File: config.mk
export PLATFORM = sky130hd
export DESIGN_NAME = durb_top
export DESIGN_NICKNAME = d
export VERILOG_FILES = /design/src/hw/durb_pkg.sv /design/src/hw/durb_tick_if.sv /design/src/hw/durb_baud_gen.sv /design/src/hw/durb_top.sv
export SDC_FILE = /design/constraint.sdc
export NUM_CORES = 1
export LEC_CHECK = 0
export ABC_AREA = 1
export BUFFER_PORTS_ARGS = -buffer_cell sky130_fd_sc_hd__clkbuf_2
export CAP_MARGIN = 20
export CORE_UTILIZATION = 25
export CTS_CLUSTER_DIAMETER = 60
export DETAILED_ROUTE_END_ITERATION = 10
export PLACE_DENSITY = 0.4
export SYNTH_ARGS = -nofsm -noshare
export SYNTH_HDL_FRONTEND = slang
export SYNTH_HIERARCHICAL = 1
export SYNTH_SLANG_ARGS = --single-unit
File: constraint.sdc
create_clock -name clock -period 1.81 [get_ports clock]
set_input_delay 0.0905 -clock clock [delete_from_list [all_inputs] [get_ports clock]]
set_output_delay 0.0905 -clock clock [all_outputs]
set_load 0.02 [all_outputs]
File: src/hw/durb_pkg.sv
`default_nettype none
package durb_pkg;

	//==========================================================
	// Baud generator
	localparam int          DIV_W         = 16;
	localparam logic [15:0] DIV_RESET     = 16'h0000;
	localparam logic [3:0]  OVERSAMPLE_MAX = 4'hF;

	//==========================================================
	// Receiver timing in sampling ticks, then data bit count and last bit index
	localparam logic [4:0] BIT_TICKS      = 5'h10;
	localparam logic [4:0] START_LOW_MIN  = 5'h07;
	localparam logic [4:0] FIRST_SAMPLE   = 5'h18;
	localparam int         DATA_BITS      = 8;
	localparam logic [2:0] LAST_BIT       = 3'h7;

	//==========================================================
	// Parity mode field: bit 2 set means no parity bit
	localparam logic [2:0] PAR_EVEN  = 3'h0;
	localparam logic [2:0] PAR_ODD   = 3'h1;
	localparam logic [2:0] PAR_SPACE = 3'h2;
	localparam logic [2:0] PAR_MARK  = 3'h3;
	localparam int         PAR_NONE_POS = 2;

	//==========================================================
	// Reset values
	localparam logic [7:0] HOLD_RESET = 8'h00;
	localparam logic       RX_EN_RESET = 1'b0;

	typedef enum logic [2:0] {
		DURB_IDLE,
		DURB_START,
		DURB_DATA,
		DURB_PARITY,
		DURB_STOP
	} durb_rx_state_t;

	function automatic logic durb_parity_bit(input logic [7:0] data, input logic [2:0] mode);
		logic res;
		res = 1'b0;
		unique case (mode[1:0])
			PAR_EVEN[1:0]:  res = ^data;
			PAR_ODD[1:0]:   res = ~(^data);
			PAR_SPACE[1:0]: res = 1'b0;
			PAR_MARK[1:0]:  res = 1'b1;
		endcase
		return res;
	endfunction

endpackage
`default_nettype wire

File: src/hw/durb_tick_if.sv
`timescale 1ns/10ps
`default_nettype none
interface durb_tick_if;
	logic sample_tick;
	logic baud_tick;
	logic active;
	modport source (output sample_tick, output baud_tick, output active);
	modport sink   (input sample_tick, input baud_tick, input active);
endinterface
`default_nettype wire

File: src/hw/durb_baud_gen.sv
`timescale 1ns/10ps
`default_nettype none
module durb_baud_gen
(
	input  wire logic                       clock,
	input  wire logic                       rst_n,
	input  wire logic [durb_pkg::DIV_W-1:0] baud_divisor,
	durb_tick_if.source                     tick
);

	logic [durb_pkg::DIV_W-1:0] cnt_q;
	logic [durb_pkg::DIV_W-1:0] cnt_d;
	logic [3:0]                 sub_q;
	logic [3:0]                 sub_d;
	logic                       s_tick_q;
	logic                       s_tick_d;
	logic                       b_tick_q;
	logic                       b_tick_d;
	logic                       act_q;
	logic                       act_d;

	//==========================================================
	// Divider
	always_comb
	begin
		cnt_d    = cnt_q;
		sub_d    = sub_q;
		s_tick_d = 1'b0;
		b_tick_d = 1'b0;
		act_d    = 1'b1;
		if (baud_divisor == '0)
		begin
			cnt_d = '0;
			sub_d = '0;
			act_d = 1'b0;
		end
		else if (cnt_q >= baud_divisor - 16'h0001)
		begin
			cnt_d    = '0;
			s_tick_d = 1'b1;
			sub_d    = sub_q + 4'h1;
			b_tick_d = (sub_q == durb_pkg::OVERSAMPLE_MAX);
		end
		else
		begin
			cnt_d = cnt_q + 16'h0001;
		end
	end

	always_ff @(posedge clock)
	begin
		if (!rst_n)
		begin
			cnt_q    <= '0;
			sub_q    <= '0;
			s_tick_q <= 1'b0;
			b_tick_q <= 1'b0;
			act_q    <= 1'b0;
		end
		else
		begin
			cnt_q    <= cnt_d;
			sub_q    <= sub_d;
			s_tick_q <= s_tick_d;
			b_tick_q <= b_tick_d;
			act_q    <= act_d;
		end
	end

	assign tick.sample_tick = s_tick_q;
	assign tick.baud_tick   = b_tick_q;
	assign tick.active      = act_q;

	//==========================================================
	// Checks
	a_div_zero_quiet: assert property (@(posedge clock) disable iff (!rst_n)
		$past(baud_divisor == '0) |-> (!s_tick_q && !act_q))
		else $error("sample tick while divisor is zero");

	a_baud_on_sample: assert property (@(posedge clock) disable iff (!rst_n)
		b_tick_q |-> s_tick_q)
		else $error("baud tick without sample tick");

	a_div_one_rate: assert property (@(posedge clock) disable iff (!rst_n)
		(baud_divisor == 16'h0001) [*2] |=> s_tick_q)
		else $error("divisor one must tick every cycle");

	c_baud_tick: cover property (@(posedge clock) disable iff (!rst_n) b_tick_q);

endmodule
`default_nettype wire

File: src/hw/durb_top.sv
`timescale 1ns/10ps
`default_nettype none
module durb_top
(
	input  wire logic        clock,
	input  wire logic        rst_n,
	input  wire logic        serial_rx_pin,
	output var  logic        serial_tx_pin,
	input  wire logic [15:0] baud_divisor,
	input  wire logic [2:0]  parity_mode_field,
	input  wire logic        rx_enable_cmd,
	input  wire logic        rx_disable_cmd,
	input  wire logic        rx_reset_cmd,
	input  wire logic        clear_status_cmd,
	input  wire logic        rx_holding_read,
	output var  logic [7:0]  rx_holding_register,
	output var  logic        rx_char_ready,
	output var  logic        rx_overrun_flag,
	output var  logic        parity_error_flag,
	output var  logic        framing_error_flag,
	output var  logic        rx_enabled,
	output var  logic        baud_tick,
	input  wire logic        dcc_read_full,
	input  wire logic        dcc_write_full,
	input  wire logic        dcc_read_irq_en,
	input  wire logic        dcc_write_irq_en,
	output var  logic        dcc_read_full_status,
	output var  logic        dcc_write_full_status,
	output var  logic        dcc_irq,
	input  wire logic        force_test_reset_bit,
	output var  logic        emu_test_reset_n
);

	durb_tick_if tick ();

	durb_baud_gen u_baud
	(
		.clock        (clock),
		.rst_n        (rst_n),
		.baud_divisor (baud_divisor),
		.tick         (tick.source)
	);

	//==========================================================
	// Input synchronisers
	logic rx_s1_q;
	logic rx_s2_q;
	logic [1:0] dcc_s1_q;
	logic [1:0] dcc_s2_q;

	always_ff @(posedge clock)
	begin
		if (!rst_n)
		begin
			rx_s1_q  <= 1'b1;
			rx_s2_q  <= 1'b1;
			dcc_s1_q <= 2'h0;
			dcc_s2_q <= 2'h0;
		end
		else
		begin
			rx_s1_q  <= serial_rx_pin;
			rx_s2_q  <= rx_s1_q;
			dcc_s1_q <= {dcc_write_full, dcc_read_full};
			dcc_s2_q <= dcc_s1_q;
		end
	end

	//==========================================================
	// Receiver state machine
	durb_pkg::durb_rx_state_t st_q;
	durb_pkg::durb_rx_state_t st_d;
	logic [4:0] cnt_q;
	logic [4:0] cnt_d;
	logic [2:0] bit_q;
	logic [2:0] bit_d;
	logic [7:0] shf_q;
	logic [7:0] shf_d;
	logic       en_q;
	logic       en_d;
	logic       par_bad_q;
	logic       par_bad_d;
	logic       done;
	logic       stop_ok;
	logic       use_par;

	assign use_par = !parity_mode_field[durb_pkg::PAR_NONE_POS];

	always_comb
	begin
		st_d      = st_q;
		cnt_d     = cnt_q;
		bit_d     = bit_q;
		shf_d     = shf_q;
		en_d      = en_q;
		par_bad_d = par_bad_q;
		done      = 1'b0;
		stop_ok   = 1'b1;
		if (rx_enable_cmd)
			en_d = 1'b1;
		if (rx_disable_cmd)
			en_d = 1'b0;
		if (tick.sample_tick)
		begin
			unique case (st_q)
				durb_pkg::DURB_IDLE:
				begin
					if (en_q && !rx_s2_q)
					begin
						st_d  = durb_pkg::DURB_START;
						cnt_d = 5'h00;
					end
				end
				durb_pkg::DURB_START:
				begin
					if (cnt_q < durb_pkg::START_LOW_MIN && (rx_s2_q || !en_q))
						st_d = durb_pkg::DURB_IDLE;
					else if (cnt_q == durb_pkg::FIRST_SAMPLE - 5'h01)
					begin
						shf_d = {rx_s2_q, shf_q[7:1]};
						bit_d = 3'h1;
						cnt_d = 5'h00;
						st_d  = durb_pkg::DURB_DATA;
					end
					else
						cnt_d = cnt_q + 5'h01;
				end
				durb_pkg::DURB_DATA, durb_pkg::DURB_PARITY, durb_pkg::DURB_STOP:
				begin
					if (cnt_q == durb_pkg::BIT_TICKS - 5'h01)
					begin
						cnt_d = 5'h00;
						unique case (st_q)
							durb_pkg::DURB_DATA:
							begin
								shf_d = {rx_s2_q, shf_q[7:1]};
								bit_d = bit_q + 3'h1;
								if (bit_q == durb_pkg::LAST_BIT)
									st_d = use_par ? durb_pkg::DURB_PARITY : durb_pkg::DURB_STOP;
							end
							durb_pkg::DURB_PARITY:
							begin
								par_bad_d = rx_s2_q != durb_pkg::durb_parity_bit(shf_q, parity_mode_field);
								st_d      = durb_pkg::DURB_STOP;
							end
							default:
							begin
								done    = 1'b1;
								stop_ok = rx_s2_q;
								st_d    = durb_pkg::DURB_IDLE;
							end
						endcase
					end
					else
						cnt_d = cnt_q + 5'h01;
				end
			endcase
		end
		if (st_d == durb_pkg::DURB_IDLE)
			par_bad_d = 1'b0;
		if (rx_reset_cmd)
		begin
			st_d      = durb_pkg::DURB_IDLE;
			en_d      = 1'b0;
			done      = 1'b0;
			par_bad_d = 1'b0;
		end
	end

	always_ff @(posedge clock)
	begin
		if (!rst_n)
		begin
			st_q      <= durb_pkg::DURB_IDLE;
			cnt_q     <= 5'h00;
			bit_q     <= 3'h0;
			shf_q     <= durb_pkg::HOLD_RESET;
			en_q      <= durb_pkg::RX_EN_RESET;
			par_bad_q <= 1'b0;
		end
		else
		begin
			st_q      <= st_d;
			cnt_q     <= cnt_d;
			bit_q     <= bit_d;
			shf_q     <= shf_d;
			en_q      <= en_d;
			par_bad_q <= par_bad_d;
		end
	end

	//==========================================================
	// Holding register and status flags
	logic [7:0] hold_q;
	logic [7:0] hold_d;
	logic       rdy_q;
	logic       rdy_d;
	logic       ovr_q;
	logic       ovr_d;
	logic       pe_q;
	logic       pe_d;
	logic       fe_q;
	logic       fe_d;

	// Set wins over a same-cycle read or clear, so no event is lost
	always_comb
	begin
		hold_d = hold_q;
		rdy_d  = rdy_q;
		ovr_d  = ovr_q;
		pe_d   = pe_q;
		fe_d   = fe_q;
		if (rx_holding_read)
			rdy_d = 1'b0;
		if (clear_status_cmd)
		begin
			ovr_d = 1'b0;
			pe_d  = 1'b0;
			fe_d  = 1'b0;
		end
		if (done)
		begin
			hold_d = shf_q;
			rdy_d  = 1'b1;
			if (rdy_q && !rx_holding_read)
				ovr_d = 1'b1;
			if (par_bad_q)
				pe_d = 1'b1;
			if (!stop_ok)
				fe_d = 1'b1;
		end
	end

	always_ff @(posedge clock)
	begin
		if (!rst_n)
		begin
			hold_q <= durb_pkg::HOLD_RESET;
			rdy_q  <= 1'b0;
			ovr_q  <= 1'b0;
			pe_q   <= 1'b0;
			fe_q   <= 1'b0;
		end
		else
		begin
			hold_q <= hold_d;
			rdy_q  <= rdy_d;
			ovr_q  <= ovr_d;
			pe_q   <= pe_d;
			fe_q   <= fe_d;
		end
	end

	//==========================================================
	// Debug channel, test reset, transmit idle, baud tick out
	logic [1:0] dcc_q;
	logic       irq_q;
	logic       ftr_q;
	logic       btk_q;

	always_ff @(posedge clock)
	begin
		if (!rst_n)
		begin
			dcc_q <= 2'h0;
			irq_q <= 1'b0;
			ftr_q <= 1'b1;
			btk_q <= 1'b0;
		end
		else
		begin
			dcc_q <= dcc_s2_q;
			irq_q <= (dcc_s2_q[0] && dcc_read_irq_en) || (dcc_s2_q[1] && dcc_write_irq_en);
			ftr_q <= !force_test_reset_bit;
			// transmitter side of the shared tick
			btk_q <= tick.baud_tick;
		end
	end

	// Transmitter lives elsewhere; the line idles at mark
	assign serial_tx_pin         = 1'b1;
	assign rx_holding_register   = hold_q;
	assign rx_char_ready         = rdy_q;
	assign rx_overrun_flag       = ovr_q;
	assign parity_error_flag     = pe_q;
	assign framing_error_flag    = fe_q;
	assign rx_enabled            = en_q;
	assign baud_tick             = btk_q;
	assign dcc_read_full_status  = dcc_q[0];
	assign dcc_write_full_status = dcc_q[1];
	assign dcc_irq               = irq_q;
	assign emu_test_reset_n      = ftr_q;

	//==========================================================
	// Checks
	a_reset_disabled: assert property (@(posedge clock)
		$past(!rst_n) |-> !en_q)
		else $error("receiver enabled after reset");

	a_enable_cmd: assert property (@(posedge clock) disable iff (!rst_n)
		(rx_enable_cmd && !rx_disable_cmd && !rx_reset_cmd) |=> en_q)
		else $error("enable command ignored");

	a_rx_reset_abort: assert property (@(posedge clock) disable iff (!rst_n)
		rx_reset_cmd |=> (st_q == durb_pkg::DURB_IDLE && !en_q))
		else $error("receiver reset did not abort");

	a_idle_disabled: assert property (@(posedge clock) disable iff (!rst_n)
		(st_q == durb_pkg::DURB_IDLE && !en_q) |=> st_q == durb_pkg::DURB_IDLE)
		else $error("disabled receiver left idle");

	a_glitch_reject: assert property (@(posedge clock) disable iff (!rst_n)
		(st_q == durb_pkg::DURB_START && tick.sample_tick && cnt_q < 5'h07 && rx_s2_q && !rx_reset_cmd)
		|=> st_q == durb_pkg::DURB_IDLE)
		else $error("glitch accepted as start");

	a_first_sample: assert property (@(posedge clock) disable iff (!rst_n)
		(st_q == durb_pkg::DURB_START && $past(st_q) == durb_pkg::DURB_IDLE) |-> cnt_q == 5'h00)
		else $error("start count not cleared at edge");

	a_ready_on_char: assert property (@(posedge clock) disable iff (!rst_n)
		done |=> (rdy_q && hold_q == $past(shf_q)))
		else $error("character not loaded");

	a_read_clears: assert property (@(posedge clock) disable iff (!rst_n)
		(rx_holding_read && !done) |=> !rdy_q)
		else $error("read did not clear ready");

	a_overrun_set: assert property (@(posedge clock) disable iff (!rst_n)
		(done && rdy_q && !rx_holding_read) |=> ovr_q)
		else $error("overrun missed");

	a_frame_set: assert property (@(posedge clock) disable iff (!rst_n)
		(done && !stop_ok) |=> fe_q ##1 (fe_q || $past(clear_status_cmd)))
		else $error("framing error missed or dropped");

	a_test_reset: assert property (@(posedge clock) disable iff (!rst_n)
		force_test_reset_bit |=> !emu_test_reset_n)
		else $error("test reset not forced");

	c_char_done: cover property (@(posedge clock) disable iff (!rst_n) done && stop_ok);
	c_glitch: cover property (@(posedge clock) disable iff (!rst_n)
		st_q == durb_pkg::DURB_START ##1 st_q == durb_pkg::DURB_IDLE);
	c_overrun: cover property (@(posedge clock) disable iff (!rst_n) $rose(ovr_q));
	c_parity: cover property (@(posedge clock) disable iff (!rst_n) $rose(pe_q));

endmodule
`default_nettype wire

==> qor.yml <==
outcome:
  outcome: "finished with violations"
  violations: "setup timing"
worst_hold_path:
  hp-class: "input port to register"
  hp-start: "rx_holding_read"
  worstHoldPathCells: 4
layout:
  drive_above_1_share: 0.3354
  nets: 702
  final_cell_mix: "nand2_1 (112), inv_1 (73), dfxtp_1 (64)"
  final_common_cell: "nand2_1"
  final_util: 0.3776
  final_area_mm2: 0.005488
  diodes: 0
  syn_to_final_growth_pct: 47.48
run:
  maxCapViolCount: 0
timing:
  fin_crit_sh: 1.060
  setup_violations: 28
  fmax_mhz: 521.2
  whs_ns: 0.03794
  skew_ns: 0.003589
  rsz0062_at_grt: "true"
  hold_viol_final: 0
  setup_tns_ns: -1.422
  layout_min_cycle_time_ns: 1.919
  worst_slack_ns: -0.1087
  drv_slew: 0
logic_synthesis:
  synthesis.area_mm2: 0.003721
  syn_nets: 586
  syn_inst: 529
  syn_area_per_cell_um2: 7.034
  yosys_warnings: 6
placement:
  portBuffers: 49
  place_area_mm2: 0.004546
  place_hpwl_mm: 7.370
  place_ws_ns: -0.4403
  gp_routability_congestion: 0.8668
detailed_routing:
  drt.antenna.violating_nets: 0
  drt_iter0_drc: 150
  wl_per_cell_um: 12.37
  vias_per_cell: 4.341
  drc: 0
  drt-total-wl_mm: 10.32
  drt_first_pass_iters: 4
  vias: 3620
die:
  io_pins: 51
  die_w_um: 124
  fp.dieArea_mm2: 0.01538
  core_area_mm2: 0.01453
  rows: 44
  die_h_um: 124
  start_util: 0.2560
clock_network:
  cts_root_buffer: "clkbuf_16"
  cts.clk_slew.worst_paths_ns: 0.06
  cts_buffers: 9
  cts_tree: "built"
  clk_latency_ns: 0.33
  htree_levels: 3
  cts.sinks: 66
  clockBufferDepth: 2
global_routing:
  grt_max_degree: 22
  grt_pass1_vias: 3467
  overflow: 0
  grt_pass1_wl_mm: 16.26
  antenna_found_initial: 0
  grt_usage: 0.1386
setup_path:
  path_class: "input port to register"
  reg2reg_depth: 15
  rr_startpoint: "cnt_q[0]$_SDFFE_PN0P_"
  reg2reg_slack_ns: -0.06
  crit_start: "baud_divisor[3]"
  arrival_ns: 2.15
  startpoint_type: "input port"
  required_ns: 2.04
  crit_path_end_kind: "register"
  crit_fanout: 4
power_and_ir_drop:
  irDropWorstVdd_v: 0.0004723
  p_leak_nw: 2.577
  power_density_mw_per_mm2: 675.9
==> registers in the layout (all words and copies together), names as in the netlist, 2 cells and up <==
register,count
shf_q,8
bit_q,3
u_baud/sub_q,4
dcc_q,2
cnt_q,5
st_q,3
dcc_s2_q,2
u_baud/cnt_q,16
rx_holding_register,8
dcc_s1_q,2
==> routing by layer <==
metal | track usage | routed length [um] | vias to the layer above
li1 | - | - | 1914
met1 | 0.1877 | 5350 | 1642
met2 | 0.2132 | 4498 | 52
met3 | 0.02656 | 302 | 12
met4 | 0.05952 | 165 | 0
met5 | 0 | 0 | -
==> report_power, final <==
| part | leakage [nW] | internal (mW) | switching, mW |
|---|---|---|---|
| Sequential | 0.535 | 1.47 | 0.0105 |
| Combinational | 1.88 | 0.146 | 0.166 |
| Clock | 0.159 | 1.24 | 0.673 |
==> what timing repair did <==
action | 4_1_cts | 5_1_grt
hold endpoints to repair | 6 | 0
hold buffers | 8 | 0
endpoints found under the setup margin | 49 | 50
cloned | 3 | 3
gates resized for setup | 32 | 79
pin swaps | 12 | 26
setup buffers | 2 | 3
==> path summary, 6_finish.rpt <==
path	endpoint
worst min-delay path	rx_overrun_flag$_SDFF_PN0_
worst max register to register	bit_q[2]$_SDFFE_PN0P_
worst min register to register	dcc_s2_q[0]$_SDFF_PN0_
worst max-delay path	u_baud/sub_q[0]$_SDFFE_PP0P_
==> per-stage QoR <==
| stage | std cells | power [mW] |
|---|---|---|
| after detailed placement | 801 | 1.775 |
| final | 834 | 3.709 |
| after floorplan | 529 | 1.645 |
| after CTS | 830 | 3.753 |
| after global routing | 834 | 3.873 |
| after global placement | 801 | 1.771 |
==> area by class of cell <==
| class | instances | area, um^2 |
|---|---|---|
| well taps | 184 | 230.2 |
| clock buffers | 10 | 239.0 |
| inverters | 78 | 300.3 |
| multi-input cells | 375 | 2414 |
| clock inverters | 6 | 90.09 |
| repair buffers | 115 | 890.9 |
| fillers | 1534 | 9046 |
| flip-flops and latches | 66 | 1324 |
==> critical path: stages <==
cell and delay (ns):
buf_8 0.10, or2_4 0.25, nor2_4 0.13, nand3_4 0.10, nor2_4 0.17, nand2_2 0.06
xor2_1 0.14, ha_1 0.31, nand4_1 0.15, a21oi_2 0.19, nor2_4 0.08, buf_12 0.13
buf_6 0.11, nand4_1 0.08, nand2_1 0.05
Power figures use the tool's default switching activity.
